<file path="src/ddr_cmd_params.svh">
// timing counts, field positions and reset values for the command and power-state block
`ifndef DDR_CMD_PARAMS_SVH
`define DDR_CMD_PARAMS_SVH
`define CLK_PERIOD_PS 5000
`define BANK_W 3
`define ADDR_W 14
`define COL_W 10
`define AUTO_PRE_BIT 10
`define NUM_BANKS 8
`define BYTE_LANES 2
`define BURST_LEN 4
`define AL_W 3
`define AL_RESET 3'h0
`define MR_A2_BIT 2
`define MR_A6_BIT 6
`define EMR1_SEL 3'h1
`define ROW_RESET 14'h0000
`endif

</file>
<file path="src/ddr_cmd_pkg.sv">
// types shared by the command and power-state block
package ddr_cmd_pkg;
  typedef enum logic [8:0] {
    CMD_DESEL = 9'h001,
    CMD_NOP = 9'h002,
    CMD_MRS = 9'h004,
    CMD_REF = 9'h008,
    CMD_PRE = 9'h010,
    CMD_ACT = 9'h020,
    CMD_WR = 9'h040,
    CMD_RD = 9'h080,
    CMD_BAD = 9'h100
  } cmd_t;

  typedef enum logic [4:0] {
    PS_IDLE = 5'h01,
    PS_ACTIVE = 5'h02,
    PS_PRE_PD = 5'h04,
    PS_ACT_PD = 5'h08,
    PS_SELF_REF = 5'h10
  } power_state_t;

  typedef struct packed {
    logic cs_n;
    logic ras_n;
    logic cas_n;
    logic we_n;
    logic [2:0] bank;
    logic [13:0] addr;
  } cmd_bus_t;

  typedef struct packed {
    logic valid;
    logic write;
    logic auto_pre;
    logic [2:0] bank;
    logic [9:0] col;
  } col_req_t;
endpackage

</file>
<file path="src/ddr_col_delay.sv">
// additive-latency delay line for column commands
`include "ddr_cmd_params.svh"
module ddr_col_delay #(
  parameter int DEPTH = 7
) (
  // clock and reset
  input wire logic I_CLK,
  input wire logic I_RST,
  // control
  input wire logic [`AL_W-1:0] i_latency,
  input wire ddr_cmd_pkg::col_req_t i_req,
  // delayed request
  output ddr_cmd_pkg::col_req_t o_req
);
  import ddr_cmd_pkg::*;

  col_req_t stage [DEPTH];
  col_req_t next_stage [DEPTH];

  always_comb begin
    next_stage[0] = i_req;
    for (int i = 1; i < DEPTH; i++) begin
      next_stage[i] = stage[i-1];
    end
  end

  always_ff @(posedge I_CLK or posedge I_RST) begin
    if (I_RST) begin
      for (int i = 0; i < DEPTH; i++) begin
        stage[i] <= '0;
      end
    end else begin
      for (int i = 0; i < DEPTH; i++) begin
        stage[i] <= next_stage[i];
      end
    end
  end

  // zero latency passes straight through
  always_comb begin
    if (i_latency == 3'h0) begin
      o_req = i_req;
    end else if (int'(i_latency) <= DEPTH) begin
      o_req = stage[i_latency-3'h1];
    end else begin
      o_req = stage[DEPTH-1];
    end
  end
endmodule

</file>
<file path="src/ddr_byte_mem.sv">
// small byte-masked storage array with registered read data
module ddr_byte_mem #(
  parameter int AW = 6,
  parameter int LANES = 2
) (
  // clock
  input wire logic I_CLK,
  // write port
  input wire logic i_we,
  input wire logic [AW-1:0] i_waddr,
  input wire logic [LANES*8-1:0] i_wdata,
  input wire logic [LANES-1:0] i_mask,
  // read port
  input wire logic [AW-1:0] i_raddr,
  output logic [LANES*8-1:0] o_rdata
);
  // one array per lane so that each lane's store has a single writing process
  // memory contents need no reset; only the read register matters
  for (genvar g = 0; g < LANES; g++) begin : g_lane
    logic [7:0] lane_mem [2**AW];
    logic [7:0] lane_rdata;
    always_ff @(posedge I_CLK) begin
      if (i_we && !i_mask[g]) begin
        lane_mem[i_waddr] <= i_wdata[g*8 +: 8];
      end
      lane_rdata <= lane_mem[i_raddr];
    end
    assign o_rdata[g*8 +: 8] = lane_rdata;
  end
endmodule

</file>
<file path="src/ddr_cmd_power.sv">
// command decode, bank tracking and power-state logic of the memory device
//
// Contract
// - clock-enable edges drive power-down and self-refresh
// - no refresh performed in power-down
// - masked bytes skip the write store
// - chip select high accepts no command
// - nop registers nothing, running operations continue
// - mode load targets register from bank inputs
// - activate opens row until precharged
// - read bursts from column, optional auto-precharge
// - write bursts from column, optional auto-precharge
// - column commands delayed by additive latency
// - precharge closes one or all banks
// - precharge to idle or precharging bank accepted
// - other bank accessible during auto-precharge
// - refresh uses internal row address
// - self-refresh keeps data, loop off, on at exit
// - termination follows input except in self-refresh
// - command decoded from strobes at rising edge
// - self-refresh exit seen without running clock
`include "ddr_cmd_params.svh"
module ddr_cmd_power #(
  parameter int NBANK = `NUM_BANKS,
  parameter int LANES = `BYTE_LANES,
  parameter int MEM_AW = 6
) (
  // clock and reset
  input wire logic I_CLK,
  input wire logic I_RST,
  // command pins
  input wire logic I_CKE,
  input wire ddr_cmd_pkg::cmd_bus_t I_CMD,
  input wire logic I_TERM_CTRL,
  // write data pins
  input wire logic [LANES*8-1:0] I_WDATA,
  input wire logic [LANES-1:0] I_BYTE_WRITE_MASK,
  // configuration
  input wire logic [`AL_W-1:0] I_ADDITIVE_LATENCY,
  // status
  output ddr_cmd_pkg::power_state_t O_POWER_STATE,
  output logic [NBANK-1:0] O_BANK_OPEN,
  output logic O_DLL_ON,
  output logic O_TERM_ON,
  output logic O_REFRESH_PULSE,
  output logic [`ADDR_W-1:0] O_REFRESH_ROW,
  output logic [`BANK_W-1:0] O_MR_SEL,
  output logic [`ADDR_W-1:0] O_MR_VALUE,
  output logic O_MR_LOAD,
  output ddr_cmd_pkg::col_req_t O_COL_REQ,
  output logic [LANES*8-1:0] O_RDATA
);
  import ddr_cmd_pkg::*;

  // ----------------------------------------
  // decode
  // ----------------------------------------
  function automatic cmd_t decode(input cmd_bus_t c);
    if (c.cs_n) begin
      return CMD_DESEL;
    end
    case ({c.ras_n, c.cas_n, c.we_n})
      3'h7: return CMD_NOP;
      3'h0: return CMD_MRS;
      3'h1: return CMD_REF;
      3'h2: return CMD_PRE;
      3'h3: return CMD_ACT;
      3'h4: return CMD_WR;
      3'h5: return CMD_RD;
      default: return CMD_BAD;
    endcase
  endfunction

  function automatic logic is_quiet(input cmd_t c);
    return (c == CMD_DESEL) || (c == CMD_NOP);
  endfunction

  cmd_t cmd;
  logic cke_prev;
  logic next_cke_prev;
  assign cmd = decode(I_CMD);

  // ----------------------------------------
  // power state
  // ----------------------------------------
  power_state_t pstate;
  power_state_t next_pstate;
  logic dll_on;
  logic next_dll_on;
  logic all_idle;
  logic cmd_live;
  logic [NBANK-1:0] bank_open;
  logic [NBANK-1:0] next_bank_open;

  assign all_idle = (bank_open == '0);
  // commands only take effect with clock enable high on both edges
  assign cmd_live = cke_prev && I_CKE && (pstate == PS_IDLE || pstate == PS_ACTIVE);

  always_comb begin
    next_pstate = pstate;
    next_dll_on = dll_on;
    next_cke_prev = I_CKE;
    case (pstate)
      PS_IDLE, PS_ACTIVE: begin
        if (cke_prev && !I_CKE) begin
          if (all_idle && cmd == CMD_REF) begin
            next_pstate = PS_SELF_REF;
            next_dll_on = 1'b0;
          end else if (is_quiet(cmd)) begin
            next_pstate = all_idle ? PS_PRE_PD : PS_ACT_PD;
          end
        end else begin
          next_pstate = (all_idle && !(cmd_live && cmd == CMD_ACT)) ? PS_IDLE : PS_ACTIVE;
        end
      end
      PS_PRE_PD: begin
        if (!cke_prev && I_CKE) begin
          next_pstate = PS_IDLE;
        end
      end
      PS_ACT_PD: begin
        if (!cke_prev && I_CKE) begin
          next_pstate = PS_ACTIVE;
        end
      end
      PS_SELF_REF: begin
        // exit is taken from the level itself so the clock need not run before the rise
        if (I_CKE) begin
          next_pstate = PS_IDLE;
          next_dll_on = 1'b1;
        end
      end
      default: begin
        next_pstate = PS_IDLE;
      end
    endcase
  end

  always_ff @(posedge I_CLK or posedge I_RST) begin
    if (I_RST) begin
      pstate <= PS_IDLE;
      dll_on <= 1'b1;
      cke_prev <= 1'b0;
    end else begin
      pstate <= next_pstate;
      dll_on <= next_dll_on;
      cke_prev <= next_cke_prev;
    end
  end

  // ----------------------------------------
  // banks and refresh
  // ----------------------------------------
  logic [`ADDR_W-1:0] open_row [NBANK];
  logic [`ADDR_W-1:0] next_open_row [NBANK];
  logic [`ADDR_W-1:0] ref_row;
  logic [`ADDR_W-1:0] next_ref_row;
  logic ref_pulse;
  logic next_ref_pulse;
  col_req_t col_in;
  col_req_t col_out;
  logic [2:0] burst_cnt;
  logic [2:0] next_burst_cnt;
  col_req_t burst_req;
  col_req_t next_burst_req;

  always_comb begin
    col_in = '0;
    if (cmd_live && (cmd == CMD_RD || cmd == CMD_WR)) begin
      col_in.valid = 1'b1;
      col_in.write = (cmd == CMD_WR);
      col_in.auto_pre = I_CMD.addr[`AUTO_PRE_BIT];
      col_in.bank = I_CMD.bank;
      col_in.col = I_CMD.addr[`COL_W-1:0];
    end
  end

  ddr_col_delay #(
    .DEPTH(7)
  ) u_delay (
    .I_CLK(I_CLK),
    .I_RST(I_RST),
    .i_latency(I_ADDITIVE_LATENCY),
    .i_req(col_in),
    .o_req(col_out)
  );

  always_comb begin
    next_bank_open = bank_open;
    next_open_row = open_row;
    next_ref_row = ref_row;
    next_ref_pulse = 1'b0;
    next_burst_cnt = burst_cnt;
    next_burst_req = burst_req;
    // auto-precharge closes the row when its burst ends; other banks stay usable
    if (burst_cnt != 3'h0) begin
      next_burst_cnt = burst_cnt - 3'h1;
      if (burst_cnt == 3'h1 && burst_req.auto_pre) begin
        next_bank_open[burst_req.bank] = 1'b0;
      end
    end
    if (col_out.valid) begin
      next_burst_req = col_out;
      next_burst_cnt = 3'(`BURST_LEN / 2);
    end
    if (cmd_live) begin
      case (cmd)
        CMD_ACT: begin
          next_bank_open[I_CMD.bank] = 1'b1;
          next_open_row[I_CMD.bank] = I_CMD.addr;
        end
        CMD_PRE: begin
          // idle or already closing banks simply close again
          if (I_CMD.addr[`AUTO_PRE_BIT]) begin
            next_bank_open = '0;
          end else begin
            next_bank_open[I_CMD.bank] = 1'b0;
          end
        end
        CMD_REF: begin
          // address pins ignored, row comes from the internal counter
          next_ref_pulse = 1'b1;
          next_ref_row = ref_row + 14'h0001;
        end
        default: begin
        end
      endcase
    end
    // power-down states never refresh
    if (pstate != PS_IDLE && pstate != PS_ACTIVE) begin
      next_ref_pulse = 1'b0;
    end
  end

  always_ff @(posedge I_CLK or posedge I_RST) begin
    if (I_RST) begin
      bank_open <= '0;
      ref_row <= `ROW_RESET;
      ref_pulse <= 1'b0;
      burst_cnt <= 3'h0;
      burst_req <= '0;
      for (int i = 0; i < NBANK; i++) begin
        open_row[i] <= `ROW_RESET;
      end
    end else begin
      bank_open <= next_bank_open;
      ref_row <= next_ref_row;
      ref_pulse <= next_ref_pulse;
      burst_cnt <= next_burst_cnt;
      burst_req <= next_burst_req;
      open_row <= next_open_row;
    end
  end

  // ----------------------------------------
  // mode registers and termination
  // ----------------------------------------
  logic [`BANK_W-1:0] mr_sel;
  logic [`BANK_W-1:0] next_mr_sel;
  logic [`ADDR_W-1:0] mr_value;
  logic [`ADDR_W-1:0] next_mr_value;
  logic mr_load;
  logic next_mr_load;
  logic term_en;
  logic next_term_en;
  logic term_on;
  logic next_term_on;

  always_comb begin
    next_mr_sel = mr_sel;
    next_mr_value = mr_value;
    next_mr_load = 1'b0;
    next_term_en = term_en;
    if (cmd_live && cmd == CMD_MRS) begin
      next_mr_sel = I_CMD.bank;
      next_mr_value = I_CMD.addr;
      next_mr_load = 1'b1;
      if (I_CMD.bank == `EMR1_SEL) begin
        next_term_en = I_CMD.addr[`MR_A2_BIT] | I_CMD.addr[`MR_A6_BIT];
      end
    end
    // termination is held off from the second self-refresh cycle on, whatever the pin shows
    next_term_on = term_en && I_TERM_CTRL && (pstate != PS_SELF_REF);
  end

  always_ff @(posedge I_CLK or posedge I_RST) begin
    if (I_RST) begin
      mr_sel <= 3'h0;
      mr_value <= 14'h0000;
      mr_load <= 1'b0;
      term_en <= 1'b0;
      term_on <= 1'b0;
    end else begin
      mr_sel <= next_mr_sel;
      mr_value <= next_mr_value;
      mr_load <= next_mr_load;
      term_en <= next_term_en;
      term_on <= next_term_on;
    end
  end

  // ----------------------------------------
  // write data store
  // ----------------------------------------
  ddr_byte_mem #(
    .AW(MEM_AW),
    .LANES(LANES)
  ) u_mem (
    .I_CLK(I_CLK),
    .i_we(col_out.valid && col_out.write),
    .i_waddr(col_out.col[MEM_AW-1:0]),
    .i_wdata(I_WDATA),
    .i_mask(I_BYTE_WRITE_MASK),
    .i_raddr(col_out.col[MEM_AW-1:0]),
    .o_rdata(O_RDATA)
  );

  // ----------------------------------------
  // outputs
  // ----------------------------------------
  assign O_POWER_STATE = pstate;
  assign O_BANK_OPEN = bank_open;
  assign O_DLL_ON = dll_on;
  assign O_TERM_ON = term_on;
  assign O_REFRESH_PULSE = ref_pulse;
  assign O_REFRESH_ROW = ref_row;
  assign O_MR_SEL = mr_sel;
  assign O_MR_VALUE = mr_value;
  assign O_MR_LOAD = mr_load;
  assign O_COL_REQ = col_out;
endmodule

</file>
<file path="config.mk">
export PLATFORM = sky130hd
export DESIGN_NAME = ddr_cmd_power
export DESIGN_NICKNAME = d
export VERILOG_FILES = /design/src/ddr_cmd_pkg.sv /design/src/ddr_col_delay.sv /design/src/ddr_byte_mem.sv /design/src/ddr_cmd_power.sv
export VERILOG_INCLUDE_DIRS = /design/src /design/src/src
export SDC_FILE = /design/constraint.sdc
export NUM_CORES = 1
export LEC_CHECK = 0
export BUFFER_PORTS_ARGS = -buffer_cell sky130_fd_sc_hd__buf_2
export CAP_MARGIN = 20
export CORE_UTILIZATION = 37
export CTS_CLUSTER_DIAMETER = 40
export CTS_CLUSTER_SIZE = 25
export DETAILED_ROUTE_END_ITERATION = 8
export SLEW_MARGIN = 20
export SYNTH_ARGS = -nofsm -noshare
export SYNTH_HDL_FRONTEND = slang
export SYNTH_HIERARCHICAL = 1
export SYNTH_SLANG_ARGS = --single-unit
</file>
<file path="constraint.sdc">
create_clock -name I_CLK -period 4.27 [get_ports I_CLK]
set_input_delay 0.427 -clock I_CLK [delete_from_list [all_inputs] [get_ports I_CLK]]
set_output_delay 0.427 -clock I_CLK [all_outputs]
set_load 0.05 [all_outputs]
</file>
==> qor.csv <==
stage;metric;value;unit
run_status;status;completed;
yosys;ys_seq_area_frac;0.748;
detailed_routing;num_vias;25121;
finish;multi_input_area;11200;µm²
detailed_routing;final_antenna_net_count;0;
detailed_routing;firstDrtPassIters;5;
floorplan;die_w;359;µm
placement;post-place-ws;-0.0542;ns
clock_network;htreeDepth;4;
floorplan;std_cell_rows;130;
min_path;min_from;I_CMD[10];
sta;setup_tns;0;ns
min_path;min_path_type;primary input to register;
setup_path;cpMostUsedCell;buf_4;
sta;setup_ws;0.153;ns
power_and_ir_drop;p_leak;19.7;nW
yosys;synth_top_area_cell;edfxtp_1;
setup_path;cp_top_family;simple AND/OR/NAND/NOR gates;
yosys;syn-cell-area;47200;µm²
job;maxCapViolCount;0;
detailed_routing;wl;116000;µm
sta;setup_viol;0;
finish;syn_to_final_growth;21.1;%
setup_path;crit_fanout;10;
clock_network;cts_buffer_depth;3;
yosys;synth_fp_nets;2465;
floorplan;dieArea;129000;µm²
floorplan;io_pins;126;
power_and_ir_drop;power_frac_seq;0.455;
yosys;syn_avg_cell_area;19.6;µm²
detailed_routing;avgViaCountPerCell;5.42;
finish;n_fill_cell;10523;
setup_path;critPathCaptureType;register;
sta;finalCriticalPeriod;4.12;ns
clock_network;cts.sinks;1209;
clock_network;cts_tree;yes;
power_and_ir_drop;p_clk_frac;0.424;
setup_path;arrival;4.74;ns
sta;max_slew.worst_pin.slew;0.980;ns
yosys;async_reset_ff_frac;0.140;
floorplan;start_util;0.374;
sta;fin_crit_sh;0.964;
yosys;ys_seq_elements;1209;
sta;finalHoldViolCount;0;
yosys;synth_top_flop_cell;edfxtp_1;
detailed_routing;drtIter0Drc;2590;
clock_network;cts_buffers;139;
clock_network;path_clk_slew;0.06;ns
global_route;grt_first_pass_wirelength;172000;µm
clock_network;clk_latency;0.77;ns
global_route;grt_overflow;0;
finish;post-route-util;0.453;
setup_path;cp_num_buf_inv;3;
sta;maxSlewViolCount;0;
global_route;grt_max_degree;80;
finish;layout_commonest_cell;edfxtp_1;
placement;hpwl;74300;µm
setup_path;r2r_start;O_POWER_STATE[2];
yosys;synth_top_area_share;0.651;
power_and_ir_drop;p_total;29.1;mW
yosys;synthTopCellsByArea;edfxtp_1 65%, mux4_2 10%, dfrtp_1 8.9%;
setup_path;slowest_delay;0.62;ns
power_and_ir_drop;switching_share;0.262;
finish;regArea;35300;µm²
setup_path;path_class;register to register;
power_and_ir_drop;cellPowerDensity;509;nW/µm²
setup_path;reg2reg_depth;13;
sta;max-slew-margin-rel;0.344;
power_and_ir_drop;peakVddDrop;0.685;mV
global_route;antenna_found_initial;5;
power_and_ir_drop;internal-power;21.5;mW
setup_path;cp_num_cells;13;
placement;placement.io_buffers;125;
global_route;grt_pass1_vias;25718;
floorplan;core_area;126000;µm²
power_and_ir_drop;switchingPower;7.62;mW
yosys;yosysWarnings;6;
min_path;min_to;u_delay/next_stage[93];
setup_path;slowest_stage;nor2b_1;
setup_path;r2r_slack;0.15;ns
sta;fmax;243;MHz
setup_path;rr_endpoint;u_mem/g_lane[1].lane_rdata[7];
placement;place.gp.congestion;0.857;
finish;nets;2922;
setup_path;critPathLaunchType;register;
min_path;holdPathStages;2;
detailed_routing;drc_errors;0;
power_and_ir_drop;power_frac_comb;0.121;
finish;drive_gt1_frac;0.346;
yosys;synthCells;2413;
floorplan;die_h;359;µm
yosys;synth-edff-count;1024;
setup_path;cp.required;4.89;ns
sta;rsz0062_at_grt;no;
yosys;synth_cell_types;69;
detailed_routing;avgRoutedWirePerCell;25.1;µm
global_route;gr-usage-all-layers;0.179;
sta;whs;0.0655;ns
sta;skew;0.0324;ns
finish;mostFrequentLayoutCells;1024 x edfxtp_1, 271 x buf_4, 220 x mux4_2;
clock_network;cts_root_buf;clkbuf_16;
setup_path;crit_chain;or3_4 -> or3_1 -> nor4b_4 -> buf_4 -> and2_1 -> nand2_1 -> o31ai_4 -> buf_4 -> nor2b_1 -> buf_4 -> o21ai_1 -> a21oi_1 -> nor4_2;
[power groups by stage]
stage | clock, mW | sequential (mW) | combinational (mW)
after floorplan | 0 | 14.0 | 1.65
final | 12.3 | 13.3 | 3.53
after CTS | 12.6 | 13.2 | 3.47
after global routing | 13.0 | 13.3 | 3.72
after global placement | 0 | 13.5 | 3.39
after detailed placement | 0 | 13.5 | 3.44
[area by class of cell]
type / instances / share of cell area
repair buffers: 450 / 0.0635
clock buffers: 157 / 0.0639
well taps: 1650 / 0.0361
clock inverters: 101 / 0.0212
inverters: 22 / 0.00149
flip-flops and latches: 1209 / 0.618
diodes: 2 / 0.0000876
multi-input cells: 1048 / 0.196
[worst reg2reg max path, stage by stage (launching register included)]
cell and delay, ns:
dfrtp_2 0.46, or3_4 0.42, or3_1 0.42, nor4b_4 0.23
buf_4 0.20, and2_1 0.18, nand2_1 0.10, o31ai_4 0.18
buf_4 0.34, nor2b_1 0.62, buf_4 0.29, o21ai_1 0.08
a21oi_1 0.37, nor4_2 0.09
[per-stage QoR]
| step | instances | area (µm²) |
|---|---|---|
| 2_1_floorplan | 2413 | 47300 |
| 3_3_place_gp | 4339 | 51700 |
| 3_5_place_dp | 4340 | 51700 |
| 4_1_cts | 4619 | 56800 |
| 5_1_grt | 4637 | 57100 |
| 6_report | 4639 | 57200 |
[synthesized netlist by cell type (9+ instances only)]
library cell     n
dfxtp_1         16
nand2_1         99
a221oi_1        30
mux4_2         220
nand4_1         23
edfxtp_1      1024
buf_6           20
a211oi_1        10
o31ai_1         14
clkbuf_1        34
xnor2_1         13
a22oi_1         41
buf_4           17
nor2b_1         31
buf_2           41
nand3_1         32
nor2_1         174
and2_1          17
a31oi_1         15
o21ai_0         14
mux2i_1         89
dfrtp_1        167
mux4_1          20
nand2b_1         9
a21oi_1         25
inv_1           21
mux2_2          55
[how the worst max path moves through the flow]
| stage | slack, ns | end | start |
|---|---|---|---|
| finish | 0.15 | u_mem/g_lane[1].lane_rdata[7] | O_POWER_STATE[2] |
| global route | 0.03 | O_COL_REQ[3] | O_POWER_STATE[2] |
| CTS | 0.007 | O_COL_REQ[3] | O_POWER_STATE[2] |
| detailed placement | -0.05 | u_mem/g_lane[1].lane_rdata[6] | I_ADDITIVE_LATENCY[0] |
| global placement | -0.08 | u_mem/g_lane[1].lane_rdata[2] | O_POWER_STATE[2] |
| floorplan | -0.06 | u_mem/g_lane[0].lane_mem[32][0] | O_POWER_STATE[3] |
[per-layer routing]
layer / wire (µm) / global-route usage / vias up
met2: 56100 / 0.288 / 970
met1: 49500 / 0.250 / 13268
li1: - / - / 10715
met5: 11 / 0 / -
met4: 2350 / 0.0508 / 2
met3: 8320 / 0.0325 / 166
[state kept, by name (all words and copies together) (netlist names)]
| register | count |
|---|---|
| O_BANK_OPEN | 8 |
| u_mem/g_lane.lane_rdata | 16 |
| u_mem/g_lane.lane_mem | 1024 |
| burst_req | 4 |
| O_TERM_ON | 1 |
| O_REFRESH_PULSE | 1 |
| cke_prev | 1 |
| O_POWER_STATE | 5 |
| term_en | 1 |
| O_REFRESH_ROW | 14 |
| O_MR_VALUE | 14 |
| u_delay/stage | 16 |
| O_MR_SEL | 3 |
| O_DLL_ON | 1 |
| u_delay/next_stage | 96 |
| burst_cnt | 3 |
| O_MR_LOAD | 1 |
[what timing repair did]
| item | in CTS | in global routing |
|---|---|---|
| resized for setup | 10 | 29 |
| cloned | 0 | 4 |
| pin swaps | 0 | 3 |
| setup endpoints to repair | 12 | 113 |
| hold buffers | 21 | 0 |
| buffers inserted | 0 | 14 |
| endpoints found under the hold margin | 165 | 0 |
[cells by family after synthesis]
group	synth area share
mux	0.151
xor+xnor	0.00384
buf+inv	0.0213
simple gates	0.0435
fa+ha+maj	0.00159
compound gates	0.0314
flops	0.748
(Power assumes the default switching activity.)
